### config.mk
export PLATFORM = sky130hd
export DESIGN_NAME = comparator_mode_control
export DESIGN_NICKNAME = d
export VERILOG_FILES = /design/src/hw/cmp_ctrl_pkg.sv /design/src/hw/comparator_mode_control.sv
export SDC_FILE = /design/constraint.sdc
export NUM_CORES = 1
export LEC_CHECK = 0
export BUFFER_PORTS_ARGS = -buffer_cell sky130_fd_sc_hd__buf_2
export CORE_AREA = 2 2 39 41
export CTS_CLUSTER_DIAMETER = 50
export CTS_CLUSTER_SIZE = 25
export DETAILED_ROUTE_END_ITERATION = 12
export DIE_AREA = 0 0 41 43
export PLACE_DENSITY_LB_ADDON = 0.08
export SYNTH_ARGS = -nofsm -noshare
export SYNTH_HDL_FRONTEND = slang
export SYNTH_SLANG_ARGS = --single-unit
### constraint.sdc
create_clock -name clk_i -period 1.16 [get_ports clk_i]
set_input_delay 0 -clock clk_i [delete_from_list [all_inputs] [get_ports clk_i]]
set_output_delay 0 -clock clk_i [all_outputs]
set_load 0.02 [all_outputs]
### src/hw/cmp_ctrl_pkg.sv
// Constants for the comparator mode control block.
// Assumes a single bus clock; no register bus, control bits are ports.
package cmp_ctrl_pkg;
  // Edge select encodings
  localparam logic [1:0] EDGE_FALL0 = 2'h0;
  localparam logic [1:0] EDGE_RISE  = 2'h1;
  localparam logic [1:0] EDGE_FALL2 = 2'h2;
  localparam logic [1:0] EDGE_BOTH  = 2'h3;
  // Low power mode encodings
  localparam logic [1:0] PWR_RUN   = 2'h0;
  localparam logic [1:0] PWR_WAIT  = 2'h1;
  localparam logic [1:0] PWR_STOP3 = 2'h2;
  localparam logic [1:0] PWR_DEEP  = 2'h3;
  // Reset values
  localparam logic       FLAG_RST   = 1'h0;
  localparam logic       RESULT_RST = 1'h0;
  localparam logic [1:0] SYNC_RST   = 2'h0;
  // Synchroniser depth
  localparam int unsigned SYNC_STAGES = 2;
endpackage : cmp_ctrl_pkg

### src/hw/comparator_mode_control.sv
// Digital wrapper around an analog comparator: input select, edge flag,
// wake request, result pin and timer capture routing.
// Assumes the analog comparator output is asynchronous to clk_i.
//
// Behaviour
// Comparisons and edge detection continue in stop3 when enabled.
// In stop3 the result pin is driven as in run when enabled.
// Compare event in stop sets the flag and requests wake if irq enabled.
// Reset exit from stop returns all control and status to reset values.
// Stop2/stop1 power the block off; wake-up leaves it in reset state.
// Enabled before wait, the comparator keeps running through wait.
// In wait, a flagged event with irq enable gives a wake interrupt.
// Software should disable the comparator in wait unless needed.
// Background debug halt changes nothing in comparator behaviour.
// Capture route set feeds the result to timer one channel 0.
// Capture route set makes timer one channel 0 pin unavailable.
// Software choosing bandgap must also turn on the bandgap buffer.
// Event is selectable as rising, falling or either edge.
// A select replaces the external plus input with the bandgap.
// The result can be shown on a dedicated output pin.
// Edge select: 00 fall, 01 rise, 10 fall, 11 either edge.
// Flag clears only on write of one; zero leaves it.
// Result bit resets to 0 and reads 0 while disabled.
// Interrupt request asserts while flag and irq enable are both set.
// The analog output passes a two-stage synchroniser before use.
`timescale 1ns/100ps
module comparator_mode_control (
  input  wire logic       clk_i,
  input  wire logic       rst_b_i,
  input  wire logic [1:0] power_mode_i,
  input  wire logic       comparator_on_i,
  input  wire logic       ref_input_select_i,
  input  wire logic       compare_irq_enable_i,
  input  wire logic       result_pin_enable_i,
  input  wire logic [1:0] edge_select_i,
  input  wire logic       flag_clear_write_i,
  input  wire logic       flag_clear_data_i,
  input  wire logic       capture_route_i,
  input  wire logic       analog_out_i,
  input  wire logic       timer_one_chan0_pin_i,
  output logic            analog_enable_o,
  output logic            analog_ref_select_o,
  output logic            compare_flag_o,
  output logic            compare_result_bit_o,
  output logic            irq_o,
  output logic            result_pin_o,
  output logic            result_pin_oe_o,
  output logic            timer_one_chan0_capture_o,
  output logic            timer_one_chan0_pin_usable_o
);

  // ----------------------------------------------------------------
  // Reset release
  // ----------------------------------------------------------------
  logic [1:0] rst_pipe;
  logic       rst_b;

  always_ff @(posedge clk_i or negedge rst_b_i) begin
    if (!rst_b_i) begin
      rst_pipe <= 2'h0;
    end else begin
      rst_pipe <= {rst_pipe[0], 1'h1};
    end
  end
  assign rst_b = rst_pipe[1];

  // ----------------------------------------------------------------
  // State
  // ----------------------------------------------------------------
  typedef struct packed {
    logic [1:0] sync;
    logic       prev;
    logic       flag;
    logic       result;
  } state_t;

  state_t st;
  state_t next_st;

  function automatic logic edge_hit(input logic [1:0] sel, input logic rise,
                                    input logic fall);
    unique case (sel)
      cmp_ctrl_pkg::EDGE_FALL0: edge_hit = fall;
      cmp_ctrl_pkg::EDGE_RISE:  edge_hit = rise;
      cmp_ctrl_pkg::EDGE_FALL2: edge_hit = fall;
      cmp_ctrl_pkg::EDGE_BOTH:  edge_hit = rise | fall;
    endcase
  endfunction : edge_hit

  logic deep_off;
  logic active;
  logic rise;
  logic fall;
  logic event_hit;

  // Deep stop: powered off, held at reset state
  assign deep_off = (power_mode_i == cmp_ctrl_pkg::PWR_DEEP);
  // Run, wait, stop3 and debug halt all behave alike
  assign active   = comparator_on_i & ~deep_off;
  assign rise     = st.sync[1] & ~st.prev;
  assign fall     = ~st.sync[1] & st.prev;
  assign event_hit = active & edge_hit(edge_select_i, rise, fall);

  // ----------------------------------------------------------------
  // Next state
  // ----------------------------------------------------------------
  always_comb begin
    next_st = st;
    if (deep_off) begin
      next_st.sync   = cmp_ctrl_pkg::SYNC_RST;
      next_st.prev   = cmp_ctrl_pkg::RESULT_RST;
      next_st.flag   = cmp_ctrl_pkg::FLAG_RST;
      next_st.result = cmp_ctrl_pkg::RESULT_RST;
    end else if (!comparator_on_i) begin
      next_st.sync   = cmp_ctrl_pkg::SYNC_RST;
      next_st.prev   = cmp_ctrl_pkg::RESULT_RST;
      next_st.result = cmp_ctrl_pkg::RESULT_RST;
      if (flag_clear_write_i && flag_clear_data_i) begin
        next_st.flag = cmp_ctrl_pkg::FLAG_RST;
      end
    end else begin
      next_st.sync   = {st.sync[0], analog_out_i};
      next_st.prev   = st.sync[1];
      next_st.result = st.sync[1];
      // Set wins over a simultaneous clear
      if (event_hit) begin
        next_st.flag = 1'h1;
      end else if (flag_clear_write_i && flag_clear_data_i) begin
        next_st.flag = cmp_ctrl_pkg::FLAG_RST;
      end
    end
  end

  always_ff @(posedge clk_i or negedge rst_b) begin
    if (!rst_b) begin
      st <= '0;
    end else begin
      st <= next_st;
    end
  end

  // ----------------------------------------------------------------
  // Outputs
  // ----------------------------------------------------------------
  assign analog_enable_o      = active;
  assign analog_ref_select_o  = ref_input_select_i;
  assign compare_flag_o       = st.flag;
  assign compare_result_bit_o = st.result;
  assign irq_o                = st.flag & compare_irq_enable_i;
  assign result_pin_o         = st.result;
  assign result_pin_oe_o      = result_pin_enable_i & active;
  assign timer_one_chan0_capture_o = capture_route_i ? st.result
                                                     : timer_one_chan0_pin_i;
  assign timer_one_chan0_pin_usable_o = ~capture_route_i;
endmodule : comparator_mode_control
# Yosys cells after proc, flatten, opt, wreduce, memory -nomap -nowiden
# Cells that the tools add are included.
# op_classes
eq_ne	4
mux	6
bitwise	11
reduce_logical	3
# op_table
cell	count
5-bit 2-to-1 mux	2
1-bit bitwise AND	6
2-bit == test, second input constant	3
1-bit inverter	4
1-bit 2-to-1 mux	3
1-bit case mux with 3 select lines	1
2-bit by 1-bit == test with 1-bit output, second input constant	1
2-bit zero test	1
2-bit OR reduction	1
1-bit logical AND	1
1-bit OR	1
# totals
ff_bits	7
word_cells	29

# Depth between registers and ports, before layout
# Gate-level depths: netlist (run 1).
# depth
depth_word	8
mapped_depth	5
depth_no_buf	5

# Worst setup path before layout (run 1)
# No wires, ideal clock.
# synth_path
kind	register to register
from	register st[2] (netlist name)
to	register st (netlist bit compare_flag_o)
arrival_ns	1.110
setup_slack_ns	-0.072
path_stages_with_launch	6
n_path_buf	0
period_less_slack_ns	1.232
cell_sequence	dfrtp_1 inv_1 ha_1 or2_0 a21boi_1 o21ai_1
# synth_lines
element	line	rtl
start, declared	comparator_mode_control.sv:77	state_t st;
start signal, assigned	comparator_mode_control.sv:138	st <= next_st;

==> run summary, run 1 <==
HP Class: in2out
CP Class: reg2reg
Clock slew at reported path FFs: 0.05 ns
Vias: 267
Worst setup margin: 0.0407 ns
Inserted Clock Buffers: 3
Leak pwr: 0.262 nW
DRC: 0
Root buffer cell: clkbuf_4
RSZ-0062 raised after global routing: true
# rows: 14
Sink Count: 6
Die height: 43 µm
Synth cell types: 15
Total power: 0.540 mW
Synth-to-layout area growth: 54.2%
Placeable Area: 0.00138 mm²
Hold Path Depth: 0
Post-CTS setup buffers: 0
Global-route usage over all layers: 0.0940
TritonCTS clock tree: done
Hold endpoint: analog_ref_select_o
First-pass DRT Iterations: 1
# fillers: 156
IO buf count: 21
RePlAce Congestion: 0.597
Antenna Cells: 0
Antenna violations before repair: 0
Synthesized area per cell: 11.2 µm²
Syn nets: 45
Hpwl dp: 534 µm
Clk_lat worst skew: 0.25 ns
Crit path DAT: 1.24 ns
R2R Path Start: st[2]
Initial DRC count: 0
Status: finished, final reports clean
Global-route wire length before repair: 1.04 mm
IO Count: 24
Die width: 41 µm
Routed Antenna Nets: 0
Cell area after synthesis: 314 µm²
Max-slew violation count: 0
Synth Instances: 28
Max Cap Viol: 0
Layout Skew: 0.00779 ns
Fmax: 893 MHz
Crit path capture type: flop
Share of layout cells above drive strength 1: 0.642
Min-delay src: ref_input_select_i
Vias in the first global route: 271
Reg2reg setup slack: 0.04 ns
Crit path required time: 1.28 ns
Number of hold violations in the final report: 0
Initial Util: 0.227
Setup crit start kind: flop
NumNets Final: 71
Pwr per Cell Area: 1120 mW/mm²
Max VDD drop: 0.000481 V
Crit Reg-Reg Endpoint: compare_flag_o
Minimum clock period: 1.12 ns
Routed len/inst: 9.96 µm
Worst r2r path cells: 5
Crit Path Max Fanout: 5
Largest net degree at the start of global routing: 7
Maximum buffer depth of the clock tree: 2
Drt total wl: 687 µm
Synth Register Bits: 6
GRT overflow: 0
H-tree depth: 1
Fin crit share: 0.965
Sequential area share after synthesis: 0.478
Area of the die: 0.00176 mm²
Ys Warns: 0
Final setup fails: 0
Place WS: 0.0736 ns
Vias per inst: 3.87
-- through the flow --
stage / setup TNS (ns) / std cells / area [µm²] / hold slack, ns / utilization
final: 0 / 69 / 484 / 0.000242 / 0.350
after CTS: 0 / 69 / 482 / 0.000418 / 0.348
after global routing: -0.0382 / 69 / 484 / 0.000239 / 0.350
after floorplan: 0 / 28 / 315 / -0.296 / -
after detailed placement: 0 / 64 / 433 / -0.214 / 0.313
after global placement: 0 / 64 / 433 / -0.216 / 0.313
-- how the worst max path moves through the flow --
| stage | depth (start not counted) | slack, ns | start | endpoint |
|---|---|---|---|---|
| detailed placement | 5 | 0.07 | st[2] | compare_flag_o |
| global route | 5 | -0.04 | st[2] | compare_flag_o |
| global placement | 5 | 0.11 | st[2] | compare_flag_o |
| finish | 5 | 0.04 | st[2] | compare_flag_o |
| floorplan | 5 | 0.02 | st[2] | compare_flag_o |
| CTS | 5 | 0.007 | st[2] | compare_flag_o |
-- placed cells by master, fill, tap and decap left out, drive strengths merged --
| cell | synthesis | routed |
|---|---|---|
| a21boi | 2 | 2 |
| a22oi | 1 | 1 |
| and2 | 5 | 5 |
| buf | 2 | 21 |
| clkbuf | 0 | 4 |
| conb | 1 | 1 |
| dfrtp | 6 | 6 |
| dlygate4sd3 | 0 | 2 |
| ha | 2 | 2 |
| inv | 3 | 3 |
| mux2 | 1 | 1 |
| nand2 | 2 | 2 |
| o21ai | 2 | 2 |
| or2 | 1 | 1 |
-- flip-flops by register name, indices dropped and copies added, names as in the netlist --
| register | count |
|---|---|
| st | 3 |
| rst_pipe | 2 |
| compare_flag_o | 1 |
-- per-layer routing --
metal / up-vias / wire length, µm / global-route usage
met5: - / 0 / 0
met4: 0 / 0 / 0.100
met3: 0 / 47 / 0.0314
met2: 7 / 412 / 0.138
met1: 124 / 228 / 0.0921
li1: 136 / - / -
-- synth_stat cells --
master,number,area share
a21boi_1,1,0.024
and2_1,1,0.020
nand2_1,2,0.024
conb_1,1,0.012
or2_0,1,0.020
inv_1,3,0.036
o21ai_2,1,0.028
a21boi_4,1,0.060
and2_2,4,0.096
a22oi_1,1,0.024
ha_1,2,0.080
buf_4,2,0.048
dfrtp_1,6,0.48
o21ai_1,1,0.016
mux2_2,1,0.036
-- what timing repair did --
action	CTS	global route
gates resized for setup	3	2
endpoints found under the setup margin	1	1
hold buffers	2	0
hold endpoints to repair	3	0
-- logic make-up (layout without fill, tap and decap cells) --
logic type | after synthesis | after routing | synth area share
buf+inv | 5 | 30 | 0.0836
mux | 1 | 1 | 0.0359
other cells | 1 | 1 | 0.0119
simple gates | 8 | 8 | 0.159
compound gates | 5 | 5 | 0.151
fa+ha+maj | 2 | 2 | 0.0797
flops | 6 | 6 | 0.478
-- critical path, cell delays in order, from the launching register on --
cell and delay [ns]:
dfrtp_2 0.39, inv_2 0.04, ha_2 0.30, nand2_1 0.05
a21boi_1 0.13, o21ai_1 0.08
-- layout make-up --
type                    instances  area [µm²]  area share
clock buffers                   4        26.3      0.0543
flip-flops and latches          6         151       0.313
well taps                      16        20.0      0.0413
repair buffers                 23         131       0.271
inverters                       3        11.3      0.0233
multi-input cells              17         144       0.297
-- power breakdown --
group | internal [mW] | switching [mW]
logic | 0.0524 | 0.0493
registers | 0.221 | 0.00722
clock network | 0.131 | 0.0796
Note: power is estimated with default switching activity, not from simulation.
==> inputs of run 2 (changes only) <==
--- a/config.mk
+++ b/config.mk
@@ -5,6 +5,7 @@
 export SDC_FILE = /design/constraint.sdc
 export NUM_CORES = 1
 export LEC_CHECK = 0
+export ABC_AREA = 1
 export BUFFER_PORTS_ARGS = -buffer_cell sky130_fd_sc_hd__buf_2
 export CORE_AREA = 2 2 39 41
 export CTS_CLUSTER_DIAMETER = 50
@@ -12,6 +13,7 @@
 export DETAILED_ROUTE_END_ITERATION = 12
 export DIE_AREA = 0 0 41 43
 export PLACE_DENSITY_LB_ADDON = 0.08
+export REMOVE_ABC_BUFFERS = 1
 export SYNTH_ARGS = -nofsm -noshare
 export SYNTH_HDL_FRONTEND = slang
 export SYNTH_SLANG_ARGS = --single-unit
==> constraint.sdc (replaced) <==
create_clock -name clk_i -period 1.26 [get_ports clk_i]
set_input_delay 0 -clock clk_i [delete_from_list [all_inputs] [get_ports clk_i]]
set_output_delay 0 -clock clk_i [all_outputs]
set_load 0.02 [all_outputs]
==> run 2 against run 1 <==
Effect of this change:
- die area did not move
- synthesized cell count rose by 39%
- count of clock-buffer cells in the layout fell by 1
- power fell by 13%
- design area fell by 3.4%
- sequential cell count did not move
- maximum frequency rose by 5.9%
- utilization fell by 1.2 points
- critical path type unchanged
- critical endpoint unchanged
==> run summary, run 2 <==
Status: finished, final reports clean
R2R Path Start: st[2]
Global-route wire length before repair: 855 µm
Cell area after synthesis: 315 µm²
Most common cell after layout, fill and taps aside: buf_2
Die width: 41 µm
DRC: 0
First-pass DRT Iterations: 2
# rows: 14
Vias: 294
Post-synth top cells: 10 x inv_1, 7 x nand2_1, 6 x dfrtp_1
GRT overflow: 0
Fin crit share: 0.839
Vias in the first global route: 241
Number of hold violations in the final report: 0
Commonest non-fill, non-tap cells in the layout: 21 x buf_2, 10 x inv_1, 7 x nand2_1, 6 x dfrtp_1, 5 x nor2_1
Final setup fails: 0
Synth Instances: 39
Fmax: 946 MHz
NumNets Final: 82
Max-slew violation count: 0
Initial DRC count: 1
Hpwl dp: 453 µm
Max Cap Viol: 0
Sequential area share after synthesis: 0.476
Placeable Area: 0.00138 mm²
Synth Register Bits: 6
Vias per inst: 3.72
Share of layout cells above drive strength 1: 0.429
Inserted Clock Buffers: 3
Largest net degree at the start of global routing: 7
Sink Count: 6
CP Class: reg2reg
Layout Skew: 0.00198 ns
HP Class: in2out
Area of the die: 0.00176 mm²
Clk_lat worst skew: 0.24 ns
Antenna violations before repair: 0
Antenna Cells: 0
Ys Warns: 0
IO Count: 24
Leak pwr: 0.296 nW
Routed len/inst: 7.09 µm
Synthesized area per cell: 8.08 µm²
Post-Layout Cell Count: 79
Initial Util: 0.228
Hold Path Depth: 0
Max FFs per register: 3
Crit path capture type: flop
IO buf count: 21
Crit path DAT: 1.18 ns
Post-CTS setup buffers: 0
TNS Setup: 0 ns
Pwr per Cell Area: 1000 mW/mm²
Die height: 43 µm
Clock slew at reported path FFs: 0.04 ns
Root buffer cell: clkbuf_4
Largest Register: st
Worst r2r path cells: 7
Start point of the critical path: st[2]
Setup crit start kind: flop
Cells after DPL: 74
Global-route usage over all layers: 0.0770
Maximum buffer depth of the clock tree: 2
Count leader, synth: inv_1
Crit Path Max Fanout: 4
Synth cell types: 12
Min-delay src: ref_input_select_i
Drt total wl: 560 µm
H-tree depth: 1
Max VDD drop: 0.000498 V
RePlAce Congestion: 0.614
Ranking of synthesized cells by area: dfrtp_1 48%, inv_1 12%, nand2_1 8.3%, ha_1 7.9%, nor2_1 6.0%
EDFF count, synth: 0
Minimum clock period: 1.06 ns
Cts hold-fix bufs: 2
TritonCTS clock tree: done
Largest area contributor in the netlist: dfrtp_1
Routed Antenna Nets: 0
Top FF cell, synth: dfrtp_1
Synth-to-layout area growth: 48.4%
Ys async rst share: 1.00
CTS-repair resized insts: 0
Yosys top cell area share: 0.476
Crit path required time: 1.39 ns
RSZ-0062 raised after global routing: false
==> run 2: cell type report <==
type	instances	area (µm²)
tap	16	20.0
inverter	10	37.5
sequential	6	150
fill	154	916
timing repair buffer	23	125
multi-input combinational	21	113
clock buffer	3	22.5
==> run 2: per-layer routing <==
metal  vias to the layer above  GRT usage  wire, µm
li1                        158          -         -
met5                         -          0         0
met2                         8      0.113       278
met3                         0     0.0314        42
met4                         0     0.0800         0
met1                       128     0.0728       239
==> run 2: worst paths after layout <==
| kind | endpoint | slack (ns) |
|---|---|---|
| worst max-delay path | compare_flag_o | 0.20 |
| worst min-delay path | analog_ref_select_o | 0.00004 |
| worst max register to register | compare_flag_o | 0.20 |
| worst min register to register | st[2] | 0.06 |
| max in group asynchronous | compare_flag_o | 1.04 |
| min in group asynchronous | st[2] | 0.06 |
==> run 2: through the flow <==
step                      setup WS [ns]  total power, mW   util  hold slack (ns)  instance area [µm²]
after detailed placement          0.186            0.296  0.307           -0.213                  425
final                             0.203            0.468  0.338        0.0000435                  468
after floorplan                 -0.0281            0.256      -           -0.296                  300
after global placement            0.203            0.296  0.307           -0.211                  425
after CTS                         0.179            0.483  0.338         0.000137                  468
after global routing             0.0567            0.506  0.338         0.000118                  468
==> run 2: critical path: stages (launching register included) <==
cell     delay [ns]
dfrtp_1        0.37
inv_1          0.07
ha_1           0.27
inv_1          0.03
nand2_1        0.04
nand3_1        0.06
nand2_1        0.06
nand2_1        0.05
==> run 2: kinds of logic (layout without fill, tap and decap cells) <==
group | after synthesis | count (layout) | share of synthesized area
flip-flops | 6 | 6 | 0.476
other | 1 | 1 | 0.0119
buffers and inverters | 12 | 36 | 0.167
adder cells (fa/ha/maj) | 2 | 2 | 0.0794
AND/OR/NAND/NOR | 17 | 17 | 0.250
AO/OA/AOI/OAI | 1 | 1 | 0.0159
==> run 2: where the power goes <==
| group | total, mW | switching [mW] | internal (mW) |
|---|---|---|---|
| Combinational | 0.0863 | 0.0473 | 0.0389 |
| Clock | 0.172 | 0.0648 | 0.107 |
| Sequential | 0.209 | 0.00619 | 0.203 |
==> inputs of run 3 (changes only) <==
==> constraint.sdc (replaced) <==
create_clock -name clk_i -period 1.1 [get_ports clk_i]
set_input_delay 0 -clock clk_i [delete_from_list [all_inputs] [get_ports clk_i]]
set_output_delay 0 -clock clk_i [all_outputs]
set_load 0.02 [all_outputs]
==> run 3 against run 2 <==
Effect of this change:
- cell count stayed put
- sequential share of layout area is 1.5 points lower
- routed wire length up 4.5%
- clock power grew 15%
- combinational power rose by 22%
- utilization increased by 1.6 points
- setup slack got worse by 0.16 ns
- critical endpoint unchanged
- largest cell class unchanged
- largest power group unchanged
==> run summary, run 3 (synthesis results as in run 2) <==
TNS Setup: 0 ns
Share of layout cells above drive strength 1: 0.524
Minimum clock period: 1.05 ns
Clock slew at reported path FFs: 0.04 ns
Fin crit share: 0.958
Cells after DPL: 74
Int Pwr: 0.403 mW
Logic gate share of total power: 0.193
# rows: 14
Clk_lat worst skew: 0.24 ns
GRT overflow: 0
Number of hold violations in the final report: 0
CP max-delay cell: dfrtp_1
NumNets Final: 82
IO Count: 24
H-tree depth: 1
Most common cell after layout, fill and taps aside: buf_2
Maximum buffer depth of the clock tree: 2
Synth-to-layout area growth: 55.6%
Layout Skew: 0.000396 ns
Delay-heaviest family, CP: flip-flops
Largest net degree at the start of global routing: 7
Placeable Area: 0.00138 mm²
Vias in the first global route: 240
Vias: 285
Switching Fraction: 0.257
Die width: 41 µm
Critical path cell sequence: inv_2 > ha_4 > inv_2 > nand2_2 > nand3_2 > nand2_2 > nand2_1
Max Cap Viol: 0
Crit Path Max Fanout: 4
Vias per inst: 3.61
Post-CTS setup buffers: 0
Global-route wire length before repair: 890 µm
Drt total wl: 585 µm
IO buf count: 21
Sequential share of power: 0.443
Initial Util: 0.228
NetSw: 0.140 mW
Status: finished, final reports clean
Commonest non-fill, non-tap cells in the layout: 21 x buf_2, 8 x inv_1, 6 x dfrtp_1, 5 x nor2_1, 5 x nand2_1
Inserted Clock Buffers: 3
DRC: 0
Pwr per Cell Area: 1110 mW/mm²
Post-Layout Cell Count: 79
Max stage delay on crit path: 0.38 ns
Hold slack: 0.0000435 ns
Sink Count: 6
Crit path required time: 1.23 ns
Crit path capture type: flop
Initial DRC count: 2
Hpwl dp: 463 µm
Global-route usage over all layers: 0.0789
Routed Antenna Nets: 0
Die height: 43 µm
CP bufs+invs: 2
Setup crit start kind: flop
CP Class: reg2reg
Max VDD drop: 0.000366 V
Root buffer cell: clkbuf_4
HP Class: in2out
Max FFs per register: 3
First-pass DRT Iterations: 2
Fmax: 949 MHz
RSZ-0062 raised after global routing: true
Leak pwr: 0.299 nW
Area of the die: 0.00176 mm²
Routed len/inst: 7.41 µm
TritonCTS clock tree: done
Final setup fails: 0
Crit path DAT: 1.18 ns
Clock power frac: 0.364
Max-slew violation count: 0
Antenna violations before repair: 0
RePlAce Congestion: 0.623
Largest Register: st
Antenna Cells: 0
[run 3: cell count changes in the layout (fill, tap and decap cells not counted)]
| cell | previous run | this run |
|---|---|---|
| nand2_1 | 7 | 5 |
| ha_4 | 0 | 1 |
| inv_2 | 0 | 2 |
| nand3_2 | 0 | 1 |
| nand3_1 | 2 | 1 |
| nand2_2 | 1 | 3 |
| inv_1 | 10 | 8 |
| ha_1 | 2 | 1 |
[run 3: cell type report]
cell class / instances / area (µm²)
Timing Repair Buffer: 23 / 125
Clock buffer: 3 / 22.5
Sequential cell: 6 / 150
Multi-Input combinational cell: 21 / 135
Fill cell: 159 / 893
Tap cell: 16 / 20.0
Inverter: 10 / 37.5
[run 3: what timing repair did]
item	4_1_cts	5_1_grt
hold endpoints to repair	3	0
resized for setup	0	6
setup endpoints to repair	0	1
hold buffers	2	0
[run 3: per-layer routing]
metal	track usage	part of all wire	wire [µm]	vias to the layer above
met1	0.0825	0.42	248	121
met5	0	0	0	-
li1	-	-	-	156
met3	0.0157	0.074	43	0
met2	0.119	0.50	292	8
met4	0.0800	0	0	0
[run 3: worst paths after layout]
check / start / end / slack, ns / depth (start not counted)
worst max register to register: st[2] / compare_flag_o / 0.05 / 7
min in group asynchronous: rst_pipe[1] / st[2] / 0.06 / 0
worst min register to register: rst_pipe[1] / st[2] / 0.06 / 0
worst min-delay path: ref_input_select_i / analog_ref_select_o / 0.00004 / 0
worst max-delay path: st[2] / compare_flag_o / 0.05 / 7
max in group asynchronous: rst_pipe[1] / compare_flag_o / 0.89 / 0
[run 3: stage by stage]
step                      power, mW  area, µm²  setup WS [ns]  utilization
after CTS                     0.553        468         0.0186        0.338
after detailed placement      0.338        425         0.0220        0.307
after global placement        0.339        425         0.0423        0.307
final                         0.543        490         0.0463        0.354
after floorplan               0.293        300         -0.188            -
after global routing          0.584        490        -0.0505        0.354
[run 3: power groups by stage]
stage | Combinational (mW) | Sequential (mW) | Clock (mW)
after floorplan | 0.0443 | 0.249 | 0
after global placement | 0.0952 | 0.244 | 0
after detailed placement | 0.0948 | 0.244 | 0
after CTS | 0.101 | 0.240 | 0.212
after global routing | 0.120 | 0.242 | 0.222
final | 0.105 | 0.240 | 0.198
